$ cat src/hdl/pmx_regs.svh
/*
  Register indices, field positions, write masks, reset values and
  source codes of the signal mux. Assumes it is included by bare name.
*/
`ifndef PMX_REGS_SVH
`define PMX_REGS_SVH
`define PMX_IDX_GPSB_LO 6'h15
`define PMX_IDX_GPSB_HI 6'h16
`define PMX_IDX_PCD 6'h17
`define PMX_IDX_IPS 6'h18
`define PMX_RST16 16'h0000
`define PMX_MSK_GPSB_LO 16'h0005
`define PMX_MSK_GPSB_HI 16'h0155
`define PMX_MSK_PCD 16'h1014
`define PMX_MSK_IPS 16'h29FF
`define PMX_B0_BIT 0
`define PMX_B1_BIT 2
`define PMX_B7_BIT 0
`define PMX_B8_BIT 2
`define PMX_B9_BIT 4
`define PMX_B10_BIT 6
`define PMX_B11_BIT 8
`define PMX_C8_BIT 2
`define PMX_C12_BIT 4
`define PMX_D5_BIT 12
`define PMX_FLT2_BIT 13
`define PMX_FLT1_BIT 11
`define PMX_P45_LSB 6
`define PMX_P23_LSB 3
`define PMX_P01_LSB 0
`define PMX_PIN_B0 0
`define PMX_PIN_B1 1
`define PMX_PIN_B7 2
`define PMX_PIN_B8 3
`define PMX_PIN_B9 4
`define PMX_PIN_B10 5
`define PMX_PIN_B11 6
`define PMX_PIN_C8 7
`define PMX_PIN_C12 8
`define PMX_PIN_D5 9
`define PMX_NPIN 10
`define PMX_NEXT 15
`define PMX_SRC_PIN 3'h0
`define PMX_SRC_TMR 3'h1
`define PMX_SRC_ADC 3'h2
`define PMX_SRC_CMPA 3'h3
`define PMX_SRC_CMPB 3'h4
`endif

$ cat src/hdl/pmx_pkg.sv
/*
  Types shared by the signal mux and its surroundings.
  Assumes nothing beyond a SystemVerilog compiler.
*/
package pmx_pkg;
  typedef struct packed {
    logic o;
    logic oe;
  } pmx_drv_t;
  typedef struct packed {
    pmx_drv_t spi0_serial_clock;
    pmx_drv_t spi0_slave_select;
    pmx_drv_t i2c_scl;
    pmx_drv_t i2c_sda;
    pmx_drv_t serial0_transmit;
    pmx_drv_t can_transmit_data;
    pmx_drv_t timer_b0;
    pmx_drv_t timer_b1;
    pmx_drv_t serial1_transmit;
    pmx_drv_t crystal_osc_output;
  } pmx_per_out_t;
  typedef struct packed {
    logic spi0_serial_clock;
    logic spi0_slave_select;
    logic i2c_scl;
    logic i2c_sda;
    logic can_receive_data;
    logic serial1_receive;
    logic external_clock_input;
    logic adc_a_channel_four;
    logic adc_b_channel_four;
  } pmx_per_in_t;
  typedef struct packed {
    logic even;
    logic odd;
  } pmx_pair_t;
endpackage

$ cat src/hdl/pmx_signal_mux.sv
/*
  Pin function mux for ports B, C and D plus PWM fault and pair source
  selection, with its select registers on a classic Wishbone slave.
  Assumes one 50 MHz clock, peripherals and ADC on that clock, and pin
  levels arriving asynchronously.
*/
`timescale 1ns/1ps
`include "pmx_regs.svh"

// Contract
// - Lower B bit 2 picks pin B1: SPI0 slave select, or I2C data.
// - Lower B bit 0 picks pin B0: SPI0 clock, or I2C clock.
// - Upper B bit 8 picks pin B11: comparator B, or timer B1.
// - Upper B bit 6 picks pin B10: comparator A, or timer B0.
// - Upper B bit 4 picks pin B9: I2C data, or CAN receive.
// - Upper B bit 2 picks pin B8: I2C clock, or CAN transmit.
// - Upper B bit 0 picks pin B7: serial 0 transmit, or I2C clock.
// - C/D bit 12 picks pin D5: crystal output, or external clock in.
// - C/D bit 4 picks pin C12: ADC B channel 4, or serial 1 receive.
// - C/D bit 2 picks pin C8: ADC A channel 4, or serial 1 transmit.
// - PWM source bit 13 feeds fault two from pin or comparator B.
// - PWM source bit 11 feeds fault one from pin or comparator A.
// - Bits 8..6 choose pair 4/5 source: pin, A3, ADC, cmp A, cmp B.
// - ADC mode pair 4/5: above high gives 0/1, below low 1/0.
// - Bits 5..3 choose pair 2/3 source: pin, A2, ADC, cmp A, cmp B.
// - ADC mode pair 2/3: above high gives 0/1, below low 1/0.
// - Bits 2..0 choose pair 0/1 source: pin, A0, ADC, cmp A, cmp B.
// - ADC mode pair 0/1: above high gives 0/1, below low 1/0.
// - Peripheral enable low gives pin to GPIO; high lets selects decide.
module pmx_signal_mux #(
  parameter int ADC_W = 12
) (
  input wire logic clk_i,
  input wire logic rst_i,
  input wire logic [7:0] adr_i,
  input wire logic [31:0] dat_i,
  input wire logic [3:0] sel_i,
  input wire logic we_i,
  input wire logic cyc_i,
  input wire logic stb_i,
  output logic [31:0] dat_o,
  output logic ack_o,
  input wire logic [`PMX_NPIN-1:0] pad_in_i,
  output logic [`PMX_NPIN-1:0] pad_o,
  output logic [`PMX_NPIN-1:0] pad_oe_o,
  input wire logic [`PMX_NPIN-1:0] gpio_o_i,
  input wire logic [`PMX_NPIN-1:0] gpio_oe_i,
  input wire logic [`PMX_NPIN-1:0] pin_peripheral_enable_i,
  output logic [`PMX_NPIN-1:0] gpio_in_o,
  input wire pmx_pkg::pmx_per_out_t per_drv_i,
  output pmx_pkg::pmx_per_in_t per_in_o,
  input wire logic comparator_a_output_i,
  input wire logic comparator_b_output_i,
  input wire logic [2:0] pair_timer_i,
  input wire logic [1:0] fault_pin_i,
  input wire logic [2:0] pair_pin_i,
  input wire logic [2:0][ADC_W-1:0] adc_result_i,
  input wire logic [2:0][ADC_W-1:0] adc_high_limit_i,
  input wire logic [2:0][ADC_W-1:0] adc_low_limit_i,
  output logic [1:0] fault_o,
  output pmx_pkg::pmx_pair_t [2:0] pair_o
);
  import pmx_pkg::*;

  function automatic logic [15:0] wr16(input logic [15:0] old,
                                       input logic [31:0] wd,
                                       input logic [3:0] be,
                                       input logic [15:0] msk);
    logic [15:0] v;
    v = old;
    if (be[0]) begin
      v[7:0] = wd[7:0];
    end
    if (be[1]) begin
      v[15:8] = wd[15:8];
    end
    return v & msk;
  endfunction

  function automatic pmx_pair_t pair_drive(input logic [2:0] code,
                                           input logic pin,
                                           input logic tmr,
                                           input logic ca,
                                           input logic cb,
                                           input pmx_pair_t adc);
    pmx_pair_t p;
    logic s;
    s = 1'b0;
    p = '0;
    case (code)
      `PMX_SRC_PIN: s = pin;
      `PMX_SRC_TMR: s = tmr;
      `PMX_SRC_CMPA: s = ca;
      `PMX_SRC_CMPB: s = cb;
      default: s = 1'b0;
    endcase
    case (code)
      `PMX_SRC_PIN, `PMX_SRC_TMR, `PMX_SRC_CMPA, `PMX_SRC_CMPB: begin
        p.even = s;
        p.odd = ~s;
      end
      `PMX_SRC_ADC: p = adc;
      default: p = '0;
    endcase
    return p;
  endfunction

  // Register file
  logic [15:0] gpsb_lo_reg;
  logic [15:0] gpsb_hi_reg;
  logic [15:0] pcd_sel_reg;
  logic [15:0] ips_reg;
  logic ack_reg;
  logic [31:0] dat_reg;
  logic [5:0] idx;
  logic req;
  logic wr;

  assign idx = adr_i[7:2];
  assign req = cyc_i & stb_i;
  // Write lands on the same edge at which the master sees ack
  assign wr = req & we_i & ack_reg;

  always_ff @(posedge clk_i) begin
    if (rst_i) begin
      ack_reg <= 1'b0;
    end else begin
      ack_reg <= req & ~ack_reg;
    end
  end

  always_ff @(posedge clk_i) begin
    if (rst_i) begin
      gpsb_lo_reg <= `PMX_RST16;
      gpsb_hi_reg <= `PMX_RST16;
      pcd_sel_reg <= `PMX_RST16;
      ips_reg <= `PMX_RST16;
    end else if (wr) begin
      // Masks keep reserved bits at zero
      case (idx)
        `PMX_IDX_GPSB_LO: gpsb_lo_reg <= wr16(gpsb_lo_reg, dat_i, sel_i, `PMX_MSK_GPSB_LO);
        `PMX_IDX_GPSB_HI: gpsb_hi_reg <= wr16(gpsb_hi_reg, dat_i, sel_i, `PMX_MSK_GPSB_HI);
        `PMX_IDX_PCD: pcd_sel_reg <= wr16(pcd_sel_reg, dat_i, sel_i, `PMX_MSK_PCD);
        `PMX_IDX_IPS: ips_reg <= wr16(ips_reg, dat_i, sel_i, `PMX_MSK_IPS);
        default: ;
      endcase
    end
  end

  always_ff @(posedge clk_i) begin
    if (rst_i) begin
      dat_reg <= 32'h0000_0000;
    end else if (req & ~ack_reg & ~we_i) begin
      // Unmapped addresses read zero and are still acknowledged
      case (idx)
        `PMX_IDX_GPSB_LO: dat_reg <= {16'h0000, gpsb_lo_reg};
        `PMX_IDX_GPSB_HI: dat_reg <= {16'h0000, gpsb_hi_reg};
        `PMX_IDX_PCD: dat_reg <= {16'h0000, pcd_sel_reg};
        `PMX_IDX_IPS: dat_reg <= {16'h0000, ips_reg};
        default: dat_reg <= 32'h0000_0000;
      endcase
    end
  end

  assign ack_o = ack_reg;
  assign dat_o = dat_reg;

  // Three-stage pin synchroniser; a level counts once stages 2 and 3 agree
  logic [`PMX_NEXT-1:0] ext;
  logic [`PMX_NEXT-1:0] s1_reg;
  logic [`PMX_NEXT-1:0] s2_reg;
  logic [`PMX_NEXT-1:0] s3_reg;
  logic [`PMX_NEXT-1:0] lvl_reg;
  logic [`PMX_NPIN-1:0] lvl;

  assign ext = {pair_pin_i, fault_pin_i, pad_in_i};
  assign lvl = lvl_reg[`PMX_NPIN-1:0];

  always_ff @(posedge clk_i) begin
    if (rst_i) begin
      s1_reg <= '0;
      s2_reg <= '0;
      s3_reg <= '0;
      lvl_reg <= '0;
    end else begin
      s1_reg <= ext;
      s2_reg <= s1_reg;
      s3_reg <= s2_reg;
      lvl_reg <= (s2_reg & s3_reg) | (lvl_reg & (s2_reg | s3_reg));
    end
  end

  // Per-pin function A (select 0) and B (select 1)
  logic [`PMX_NPIN-1:0] a_o;
  logic [`PMX_NPIN-1:0] a_oe;
  logic [`PMX_NPIN-1:0] b_o;
  logic [`PMX_NPIN-1:0] b_oe;
  logic [`PMX_NPIN-1:0] sel;
  logic [`PMX_NPIN-1:0] take_a;
  logic [`PMX_NPIN-1:0] take_b;

  always_comb begin
    sel = '0;
    sel[`PMX_PIN_B0] = gpsb_lo_reg[`PMX_B0_BIT];
    sel[`PMX_PIN_B1] = gpsb_lo_reg[`PMX_B1_BIT];
    sel[`PMX_PIN_B7] = gpsb_hi_reg[`PMX_B7_BIT];
    sel[`PMX_PIN_B8] = gpsb_hi_reg[`PMX_B8_BIT];
    sel[`PMX_PIN_B9] = gpsb_hi_reg[`PMX_B9_BIT];
    sel[`PMX_PIN_B10] = gpsb_hi_reg[`PMX_B10_BIT];
    sel[`PMX_PIN_B11] = gpsb_hi_reg[`PMX_B11_BIT];
    sel[`PMX_PIN_C8] = pcd_sel_reg[`PMX_C8_BIT];
    sel[`PMX_PIN_C12] = pcd_sel_reg[`PMX_C12_BIT];
    sel[`PMX_PIN_D5] = pcd_sel_reg[`PMX_D5_BIT];
  end

  always_comb begin
    // Input-only functions leave their slot undriven
    a_o = '0;
    a_oe = '0;
    b_o = '0;
    b_oe = '0;
    {a_o[`PMX_PIN_B0], a_oe[`PMX_PIN_B0]} = per_drv_i.spi0_serial_clock;
    {b_o[`PMX_PIN_B0], b_oe[`PMX_PIN_B0]} = per_drv_i.i2c_scl;
    {a_o[`PMX_PIN_B1], a_oe[`PMX_PIN_B1]} = per_drv_i.spi0_slave_select;
    {b_o[`PMX_PIN_B1], b_oe[`PMX_PIN_B1]} = per_drv_i.i2c_sda;
    {a_o[`PMX_PIN_B7], a_oe[`PMX_PIN_B7]} = per_drv_i.serial0_transmit;
    {b_o[`PMX_PIN_B7], b_oe[`PMX_PIN_B7]} = per_drv_i.i2c_scl;
    {a_o[`PMX_PIN_B8], a_oe[`PMX_PIN_B8]} = per_drv_i.i2c_scl;
    {b_o[`PMX_PIN_B8], b_oe[`PMX_PIN_B8]} = per_drv_i.can_transmit_data;
    {a_o[`PMX_PIN_B9], a_oe[`PMX_PIN_B9]} = per_drv_i.i2c_sda;
    {a_o[`PMX_PIN_B10], a_oe[`PMX_PIN_B10]} = {comparator_a_output_i, 1'b1};
    {b_o[`PMX_PIN_B10], b_oe[`PMX_PIN_B10]} = per_drv_i.timer_b0;
    {a_o[`PMX_PIN_B11], a_oe[`PMX_PIN_B11]} = {comparator_b_output_i, 1'b1};
    {b_o[`PMX_PIN_B11], b_oe[`PMX_PIN_B11]} = per_drv_i.timer_b1;
    {b_o[`PMX_PIN_C8], b_oe[`PMX_PIN_C8]} = per_drv_i.serial1_transmit;
    {a_o[`PMX_PIN_D5], a_oe[`PMX_PIN_D5]} = per_drv_i.crystal_osc_output;
  end

  assign take_a = pin_peripheral_enable_i & ~sel;
  assign take_b = pin_peripheral_enable_i & sel;

  logic [`PMX_NPIN-1:0] pad_reg;
  logic [`PMX_NPIN-1:0] oe_reg;
  logic [`PMX_NPIN-1:0] gin_reg;

  always_ff @(posedge clk_i) begin
    if (rst_i) begin
      pad_reg <= '0;
      oe_reg <= '0;
      gin_reg <= '0;
    end else begin
      // GPIO owns a pin unless its peripheral enable is set
      pad_reg <= (take_a & a_o) | (take_b & b_o) | (~pin_peripheral_enable_i & gpio_o_i);
      oe_reg <= (take_a & a_oe) | (take_b & b_oe) | (~pin_peripheral_enable_i & gpio_oe_i);
      gin_reg <= lvl;
    end
  end

  assign pad_o = pad_reg;
  assign pad_oe_o = oe_reg;
  assign gpio_in_o = gin_reg;

  // Peripheral inputs; several pins on I2C combine wired-AND, idle high
  logic [`PMX_NPIN-1:0] scl_m;
  logic [`PMX_NPIN-1:0] sda_m;
  pmx_per_in_t pin_reg;

  always_comb begin
    scl_m = '0;
    sda_m = '0;
    scl_m[`PMX_PIN_B0] = take_b[`PMX_PIN_B0];
    scl_m[`PMX_PIN_B7] = take_b[`PMX_PIN_B7];
    scl_m[`PMX_PIN_B8] = take_a[`PMX_PIN_B8];
    sda_m[`PMX_PIN_B1] = take_b[`PMX_PIN_B1];
    sda_m[`PMX_PIN_B9] = take_a[`PMX_PIN_B9];
  end

  always_ff @(posedge clk_i) begin
    if (rst_i) begin
      pin_reg <= '0;
    end else begin
      pin_reg.spi0_serial_clock <= take_a[`PMX_PIN_B0] & lvl[`PMX_PIN_B0];
      pin_reg.spi0_slave_select <= take_a[`PMX_PIN_B1] & lvl[`PMX_PIN_B1];
      pin_reg.i2c_scl <= &(~scl_m | lvl);
      pin_reg.i2c_sda <= &(~sda_m | lvl);
      pin_reg.can_receive_data <= take_b[`PMX_PIN_B9] & lvl[`PMX_PIN_B9];
      pin_reg.serial1_receive <= take_b[`PMX_PIN_C12] & lvl[`PMX_PIN_C12];
      pin_reg.external_clock_input <= take_b[`PMX_PIN_D5] & lvl[`PMX_PIN_D5];
      pin_reg.adc_a_channel_four <= take_a[`PMX_PIN_C8] & lvl[`PMX_PIN_C8];
      pin_reg.adc_b_channel_four <= take_a[`PMX_PIN_C12] & lvl[`PMX_PIN_C12];
    end
  end

  assign per_in_o = pin_reg;

  // PWM fault sources
  logic [1:0] flt_reg;
  logic [1:0] flt_pin;

  assign flt_pin = lvl_reg[`PMX_NPIN+1:`PMX_NPIN];

  always_ff @(posedge clk_i) begin
    if (rst_i) begin
      flt_reg <= 2'h0;
    end else begin
      flt_reg[0] <= ips_reg[`PMX_FLT1_BIT] ? comparator_a_output_i : flt_pin[0];
      flt_reg[1] <= ips_reg[`PMX_FLT2_BIT] ? comparator_b_output_i : flt_pin[1];
    end
  end

  assign fault_o = flt_reg;

  // PWM pair sources; ADC state tracks always so a mode switch sees it fresh
  logic [2:0][2:0] code;
  pmx_pair_t [2:0] adc_st_reg;
  pmx_pair_t [2:0] pair_reg;

  assign code[0] = ips_reg[`PMX_P01_LSB +: 3];
  assign code[1] = ips_reg[`PMX_P23_LSB +: 3];
  assign code[2] = ips_reg[`PMX_P45_LSB +: 3];

  genvar g;
  generate
    for (g = 0; g < 3; g++) begin : g_pair
      always_ff @(posedge clk_i) begin
        if (rst_i) begin
          adc_st_reg[g] <= '0;
          pair_reg[g] <= '0;
        end else begin
          // Above high: even 0, odd 1; below low: even 1, odd 0
          if (adc_result_i[g] > adc_high_limit_i[g]) begin
            adc_st_reg[g] <= 2'h1;
          end else if (adc_result_i[g] < adc_low_limit_i[g]) begin
            adc_st_reg[g] <= 2'h2;
          end
          // Between limits the state holds reserved codes give 0/0
          pair_reg[g] <= pair_drive(code[g], lvl_reg[`PMX_NPIN+2+g], pair_timer_i[g],
                                    comparator_a_output_i, comparator_b_output_i,
                                    adc_st_reg[g]);
        end
      end
    end
  endgenerate

  assign pair_o = pair_reg;
endmodule

$ cat config.mk
export PLATFORM = sky130hd
export DESIGN_NAME = pmx_signal_mux
export DESIGN_NICKNAME = d
export VERILOG_FILES = /design/src/hdl/pmx_pkg.sv /design/src/hdl/pmx_signal_mux.sv
export VERILOG_INCLUDE_DIRS = /design/src /design/src/hdl
export SDC_FILE = /design/constraint.sdc
export NUM_CORES = 1
export LEC_CHECK = 0
export BUFFER_PORTS_ARGS = -buffer_cell sky130_fd_sc_hd__buf_2
export CAP_MARGIN = 20
export CORE_ASPECT_RATIO = 1.1
export CORE_MARGIN = 5
export CORE_UTILIZATION = 48
export CTS_CLUSTER_DIAMETER = 150
export CTS_CLUSTER_SIZE = 12
export DETAILED_ROUTE_END_ITERATION = 16
export GPL_TIMING_DRIVEN = 0
export PLACE_DENSITY_LB_ADDON = 0.3
export SETUP_SLACK_MARGIN = 0.2
export SYNTH_ARGS = -nofsm -noshare
export SYNTH_HDL_FRONTEND = slang
export SYNTH_SLANG_ARGS = --single-unit
$ cat constraint.sdc
create_clock -name clk_i -period 2.5 [get_ports clk_i]
set_input_delay 0.25 -clock clk_i [delete_from_list [all_inputs] [get_ports clk_i]]
set_output_delay 0.25 -clock clk_i [all_outputs]
set_load 0.02 [all_outputs]
==> flow_summary.toml, run 1 <==
[sta]
rsz0062_at_grt = "false"
fmax_ghz = 0.574
min_period_ps = 1740
fin_worst_hold_slack_ps = 41.0
relSlewSlack_pct = 45.2
final_max_slew_viol_count = 0
finalSetupTns_ps = 0
setup_slack_ps = 758
timing_hold_violations_final = 0
min_period_over_period_pct = 69.7
setup_violations = 0
finClkSkew_ps = 10.0
worst-slew-pin-transition_ps = 822

[synthesis]
synth-xor-area-share_pct = 0
synth_compound_area_share_pct = 14.2
ys_seq_elements = 147
synth_ff_type = "dfxtp_1"
ys_types = 50
synthCells = 781
syn-cell-area_mm2 = 0.00692
synth_common_cells = "147 x dfxtp_1, 80 x inv_1, 70 x nor2b_1"
synth.area.top_cells = "dfxtp_1 43%, ha_1 12%, nor2b_1 6.3%, inv_1 4.3%, a21oi_1 3.8%"
yosysMostFrequentCell = "dfxtp_1"
synth-edff-count = 0
synth_mux_area_share_pct = 4.25
synth-simple-area-share_pct = 18.8
yosysTopAreaCell = "dfxtp_1"
yosysTopAreaCellShare_pct = 42.5
async_flop_share_pct = 0
avgSynthCellArea_um2 = 8.86
yosys_warnings = 0
synth_top_family_by_area = "simple AND/OR/NAND/NOR gates"
ys_seq_area_share_pct = 42.5
synth_fa_ha_area_share_pct = 12.5

[final_layout]
finalInstanceArea_mm2 = 0.00910
fin_cells = 1287
nNetsFinal = 1377
area_delta_synth_final_pct = 31.5
finish.utilization_pct = 63.7
drive_gt1_share_pct = 29.4

[setup_path]
critPathRequiredTime_ps = 2770
crit_path_end_kind = "register"
cp-start-kind = "primary input"
worstPathMaxFanout = 10
critPathKind = "primary input to register"
critical_path.startpoint = "rst_i"
cp_data_arrival_time_ps = 2010
worstReg2RegStart = "ack_o$_SDFF_PP0_"

[global_route]
grt_max_degree = 17
grt.busiest_layer = "met2"
use_met1_pct = 23.8
use_met3_pct = 5.78
grt_overflow = 0
grt_pass1_vias = 6090
antenna_found_initial = 0
grt_pass1_wl_mm = 28.8
grt_usage_pct = 21.2
grt_use_met2_pct = 38.3

[placement]
dp_hpwl_mm = 14.9
pre_cts_slack_ps = 345
gp_congestion = 0.880
portBuffers = 262
placed_area_mm2 = 0.00854
placedCellCount = 1254

[clocking]
cts_root_buffer = "clkbuf_16"
clk_latency_ps = 410
clkTransAtPathRegs_ps = 60
ctsResizeCount = 0
numClockSinks = 147
cts_max_level = 4
cts_tree = "built"
postCtsHoldBufs = 0
post-cts-setup-buffer-count = 0
cts_buffers = 17
clock_path_buffers = 2

[outcome]
status = "completed"

[route]
drtAntennaViolNets = 0
vias = 6339
drc = 0
routed_wl_mm = 18.5
wl_per_cell_um = 14.4
dr.pass1.iters = 6
dr.first_iter.drc_count = 350
vias_per_cell = 4.93

[power_and_ir_drop]
powerDensity_mw_per_mm2 = 600
ir_worst_vdd_v = 0.000514
leakagePower_nw = 4.51
p_total_mw = 5.45

[floorplan]
core_area_mm2 = 0.0143
start_util_pct = 48.5
dieWidth_um = 124
rows = 46
ios = 307
dieArea_mm2 = 0.0169
dieHeight_um = 136

[hold_path]
holdCritPathClass = "primary input to register"
min_from = "pad_in_i[5]"

[run]
drv_cap = 0
[area by class of cell]
class                   instances  area, µm²
diodes                          1       2.50
plain buffers                  41        231
clock buffers                  20        457
clock inverters                12       97.6
fillers                      1295       5170
inverters                      80        300
multi-input cells             532       3520
flip-flops and latches        147       2940
well taps                     192        240
repair buffers                262       1310
[placed cells by master (no fill, tap or decap), types with 3 or more instances in the layout]
| cell type | synthesis | layout |
|---|---|---|
| buf_2 | 2 | 264 |
| dfxtp_1 | 147 | 147 |
| inv_1 | 80 | 80 |
| nor2b_1 | 70 | 70 |
| ha_1 | 69 | 69 |
| nor2_1 | 67 | 67 |
| nand2_1 | 57 | 57 |
| a21oi_1 | 52 | 52 |
| o21ai_0 | 29 | 29 |
| mux2i_1 | 26 | 26 |
| a211oi_1 | 26 | 26 |
| nand3_1 | 23 | 23 |
| buf_4 | 20 | 20 |
| conb_1 | 1 | 20 |
| clkbuf_16 | 0 | 17 |
| clkbuf_1 | 15 | 16 |
| nand4_1 | 10 | 10 |
| a22oi_1 | 8 | 8 |
| nor3_1 | 8 | 8 |
| and3_1 | 6 | 6 |
| a21o_1 | 5 | 5 |
| o211ai_1 | 5 | 5 |
| a221o_1 | 5 | 5 |
| a31oi_1 | 4 | 4 |
| buf_1 | 4 | 4 |
| a221oi_1 | 4 | 4 |
| clkinv_4 | 0 | 4 |
| nor3b_1 | 3 | 3 |
| nand2b_1 | 3 | 3 |
| mux2_2 | 3 | 3 |
| inv_6 | 0 | 3 |
[path summary, 6_finish.rpt]
path | end | slack [ps] | depth (start not counted)
setup reg to reg | ips_reg[0]$_SDFFE_PP0P_ | 770 | 6
hold / removal | s1_reg[5]$_SDFF_PP0_ | 40 | 2
hold reg to reg | s2_reg[12]$_SDFF_PP0_ | 430 | 1
setup / recovery | fault_o[0]$_SDFF_PP0_ | 760 | 5
[metal layers]
metal	routed length [µm]	vias up
met5	0	-
met4	435	0
met3	1210	25
met2	9250	228
met1	7590	2847
li1	-	3239
[kinds of logic (layout without fill, tap and decap cells)]
family,after synthesis,in the layout
buf+inv,121,415
other cells,1,21
flops,147,147
fa+ha+maj,69,69
mux,29,29
simple gates,260,260
compound gates,154,154
[power breakdown]
part | switching, mW | internal (mW) | total, mW
clock | 0.983 | 1.34 | 2.32
combinational | 0.374 | 0.324 | 0.698
sequential | 0.0245 | 2.41 | 2.44
total | 1.38 | 4.07 | 5.45
[critical path: stages]
cell and delay, ps:
buf_2 130, clkbuf_1 390, clkbuf_1 500, buf_1 600, nor2_1 130
Power figures use the tool's default switching activity.
==> run 2: changes to the inputs <==
- ABC_AREA: not set -> 1
- CORE_UTILIZATION: 48 -> 44
- clock period: 2.5 -> 1.56 ns (I/O delays scaled with it)
==> run 2 against run 1 <==
Count of clock-buffer cells in the layout down 3. Core utilization fell by 3.2 points. Die area up 13%. Global-route usage down 0.51 points. Synthesized cell count grew 29%. Worst setup slack lost 520 ps. Sequential share of layout area fell by 2.4 points. Power is 66% higher. First-iteration DRC count increased by 4.3%.
==> flow_summary.toml, run 2 <==
[outcome]
status = "completed"

[synthesis]
yosysMostFrequentCell = "inv_1"
ys_types = 29
ys_seq_elements = 147
synth-edff-count = 0
ys_seq_area_share_pct = 40.6
synth_common_cells = "211 x inv_1, 183 x nand2_1, 147 x dfxtp_1"
yosysTopAreaCell = "dfxtp_1"
yosysTopAreaCellShare_pct = 40.6
avgSynthCellArea_um2 = 7.20
yosys_warnings = 0
async_flop_share_pct = 0
synth.area.top_cells = "dfxtp_1 41%, ha_1 12%, inv_1 11%, nand2_1 9.5%, nor2_1 6.4%"
synthCells = 1005
syn-cell-area_mm2 = 0.00724
synth_ff_type = "dfxtp_1"

[final_layout]
finalInstanceArea_mm2 = 0.00984
final_common_cell = "buf_2"
drive_gt1_share_pct = 25.7
nNetsFinal = 1636
num-fill-cells = 1495
finish.utilization_pct = 60.5
area_delta_synth_final_pct = 35.9
layout_common_cells = "269 x buf_2, 211 x inv_1, 183 x nand2_1, 144 x dfxtp_1, 122 x nor2_1"

[floorplan]
ios = 307
dieArea_mm2 = 0.0191
rows = 49
dieHeight_um = 145
core_area_mm2 = 0.0162
start_util_pct = 44.6
dieWidth_um = 132

[clocking]
cts_tree = "built"
clock_path_buffers = 2
numClockSinks = 147
cts_buffers = 17
clk_latency_ps = 420
cts_root_buffer = "clkbuf_16"
clkTransAtPathRegs_ps = 60
cts_max_level = 4

[placement]
placed_area_mm2 = 0.00888
portBuffers = 262
gp_congestion = 0.876
dp_hpwl_mm = 15.9

[route]
drtAntennaViolNets = 0
vias_per_cell = 4.59
drc = 0
dr.first_iter.drc_count = 365
wl_met2_mm = 9.71
wl_met3_mm = 1.45
dr.pass1.iters = 5
routed.top_layer = "met5"
wl_per_cell_um = 12.8
vias = 7146
routed_wl_mm = 20.0
drt-met1-wl_mm = 8.34

[setup_path]
cp_data_arrival_time_ps = 1620
worst-r2r-cell-count = 7
cp-start-kind = "register"
crit_path_end = "ips_reg[8]$_SDFFE_PP0P_"
crit_path_end_kind = "register"
worstPathMaxFanout = 4
critPathKind = "register to register"
critical_path.startpoint = "ack_o$_SDFF_PP0_"
worst_r2r_endpoint = "ips_reg[8]$_SDFFE_PP0P_"
critPathRequiredTime_ps = 1860
worstReg2RegStart = "ack_o$_SDFF_PP0_"
r2r_slack_ps = 240

[sta]
relSlewSlack_pct = 56.1
finalSetupTns_ps = 0
min_period_ps = 1320
fmax_ghz = 0.758
timing_hold_violations_final = 0
rsz0062_at_grt = "true"
final_max_slew_viol_count = 0
finClkSkew_ps = 7.29
setup_violations = 0
worst-slew-pin-transition_ps = 658
min_period_over_period_pct = 84.6

[power_and_ir_drop]
p_total_mw = 9.07
leakagePower_nw = 5.39
powerDensity_mw_per_mm2 = 922
ir_worst_vdd_v = 0.000839

[global_route]
grt_pass1_wl_mm = 32.2
grt_max_degree = 18
antenna_found_initial = 2
grt_pass1_vias = 7060
grt_usage_pct = 20.6
grt_overflow = 0

[hold_path]
holdCritPathClass = "primary input to register"

[run]
drv_cap = 0
run 2: what timing repair did:
action / 4_1_cts / 5_1_grt
hold buffers: 33 / 0
resized for setup: 0 / 12
buffers inserted: 2 / 0
pin swaps: 1 / 0
setup endpoints to repair: 5 / 26
hold endpoints to repair: 28 / 0
run 2: metal layers:
layer / track usage [%] / vias up
met4: 6.75 / 2
met5: 0 / -
met1: 24.2 / 3094
met2: 36.6 / 242
met3: 5.95 / 35
li1: - / 3773
run 2: power breakdown:
part / internal (mW) / leakage, nW / switching, mW
Clock: 2.14 / 0.279 / 1.80
Sequential: 3.86 / 1.20 / 0.0409
Combinational: 0.563 / 3.91 / 0.671
Total: 6.56 / 5.39 / 2.51
run 2: stage by stage:
stage | std cells | hold slack [ps] | worst slack, ps
global route | 1558 | 10.5 | 165
finish | 1558 | 10.6 | 240
floorplan | 1024 | 263 | 212
CTS | 1557 | 0.207 | 212
detailed placement | 1490 | 362 | 118
global placement | 1490 | 358 | 145
run 2: cell type report:
class                      instances  area [µm²]  area share (%)
buffer                            37         235            2.39
timing repair buffer             297        1660            16.8
tap                              204         255            2.60
inverter                         219         822            8.36
multi-input combinational        621        3340            33.9
sequential                       147        2950            30.0
antenna                            1        2.50          0.0254
clock buffer                      17         425            4.33
clock inverter                    15         154            1.56
run 2: critical path, stage by stage (launching register included):
cell     delay [ps]
dfxtp_2         370
nand2_1         100
nor2_4          130
nand2_1         160
nor2_2          200
inv_2            70
o21ai_1         120
a21oi_1          60
run 2: cells by family (layout without fill, tap and decap cells):
logic type	Yosys count	in the layout	synth area share (%)
other	1	21	0.0518
AO/OA/AOI/OAI	132	132	9.75
flip-flops	147	147	40.6
buffers and inverters	256	585	14.5
adder cells (fa/ha/maj)	69	69	11.9
AND/OR/NAND/NOR	400	400	23.1
run 2: worst min-delay path by stage:
| stage | from | endpoint | depth (start not counted) |
|---|---|---|---|
| after floorplan | pad_in_i[0] | s1_reg[0]$_SDFF_PP0_ | 2 |
| after global placement | pad_in_i[0] | s1_reg[0]$_SDFF_PP0_ | 3 |
| after detailed placement | pad_in_i[5] | s1_reg[5]$_SDFF_PP0_ | 3 |
| after CTS | per_drv_i[13] | pad_o[4]$_SDFF_PP0_ | 3 |
| after global routing | pin_peripheral_enable_i[7] | per_in_o[1]$_SDFF_PP0_ | 3 |
| final | per_drv_i[4] | pad_oe_o[6]$_SDFF_PP0_ | 3 |
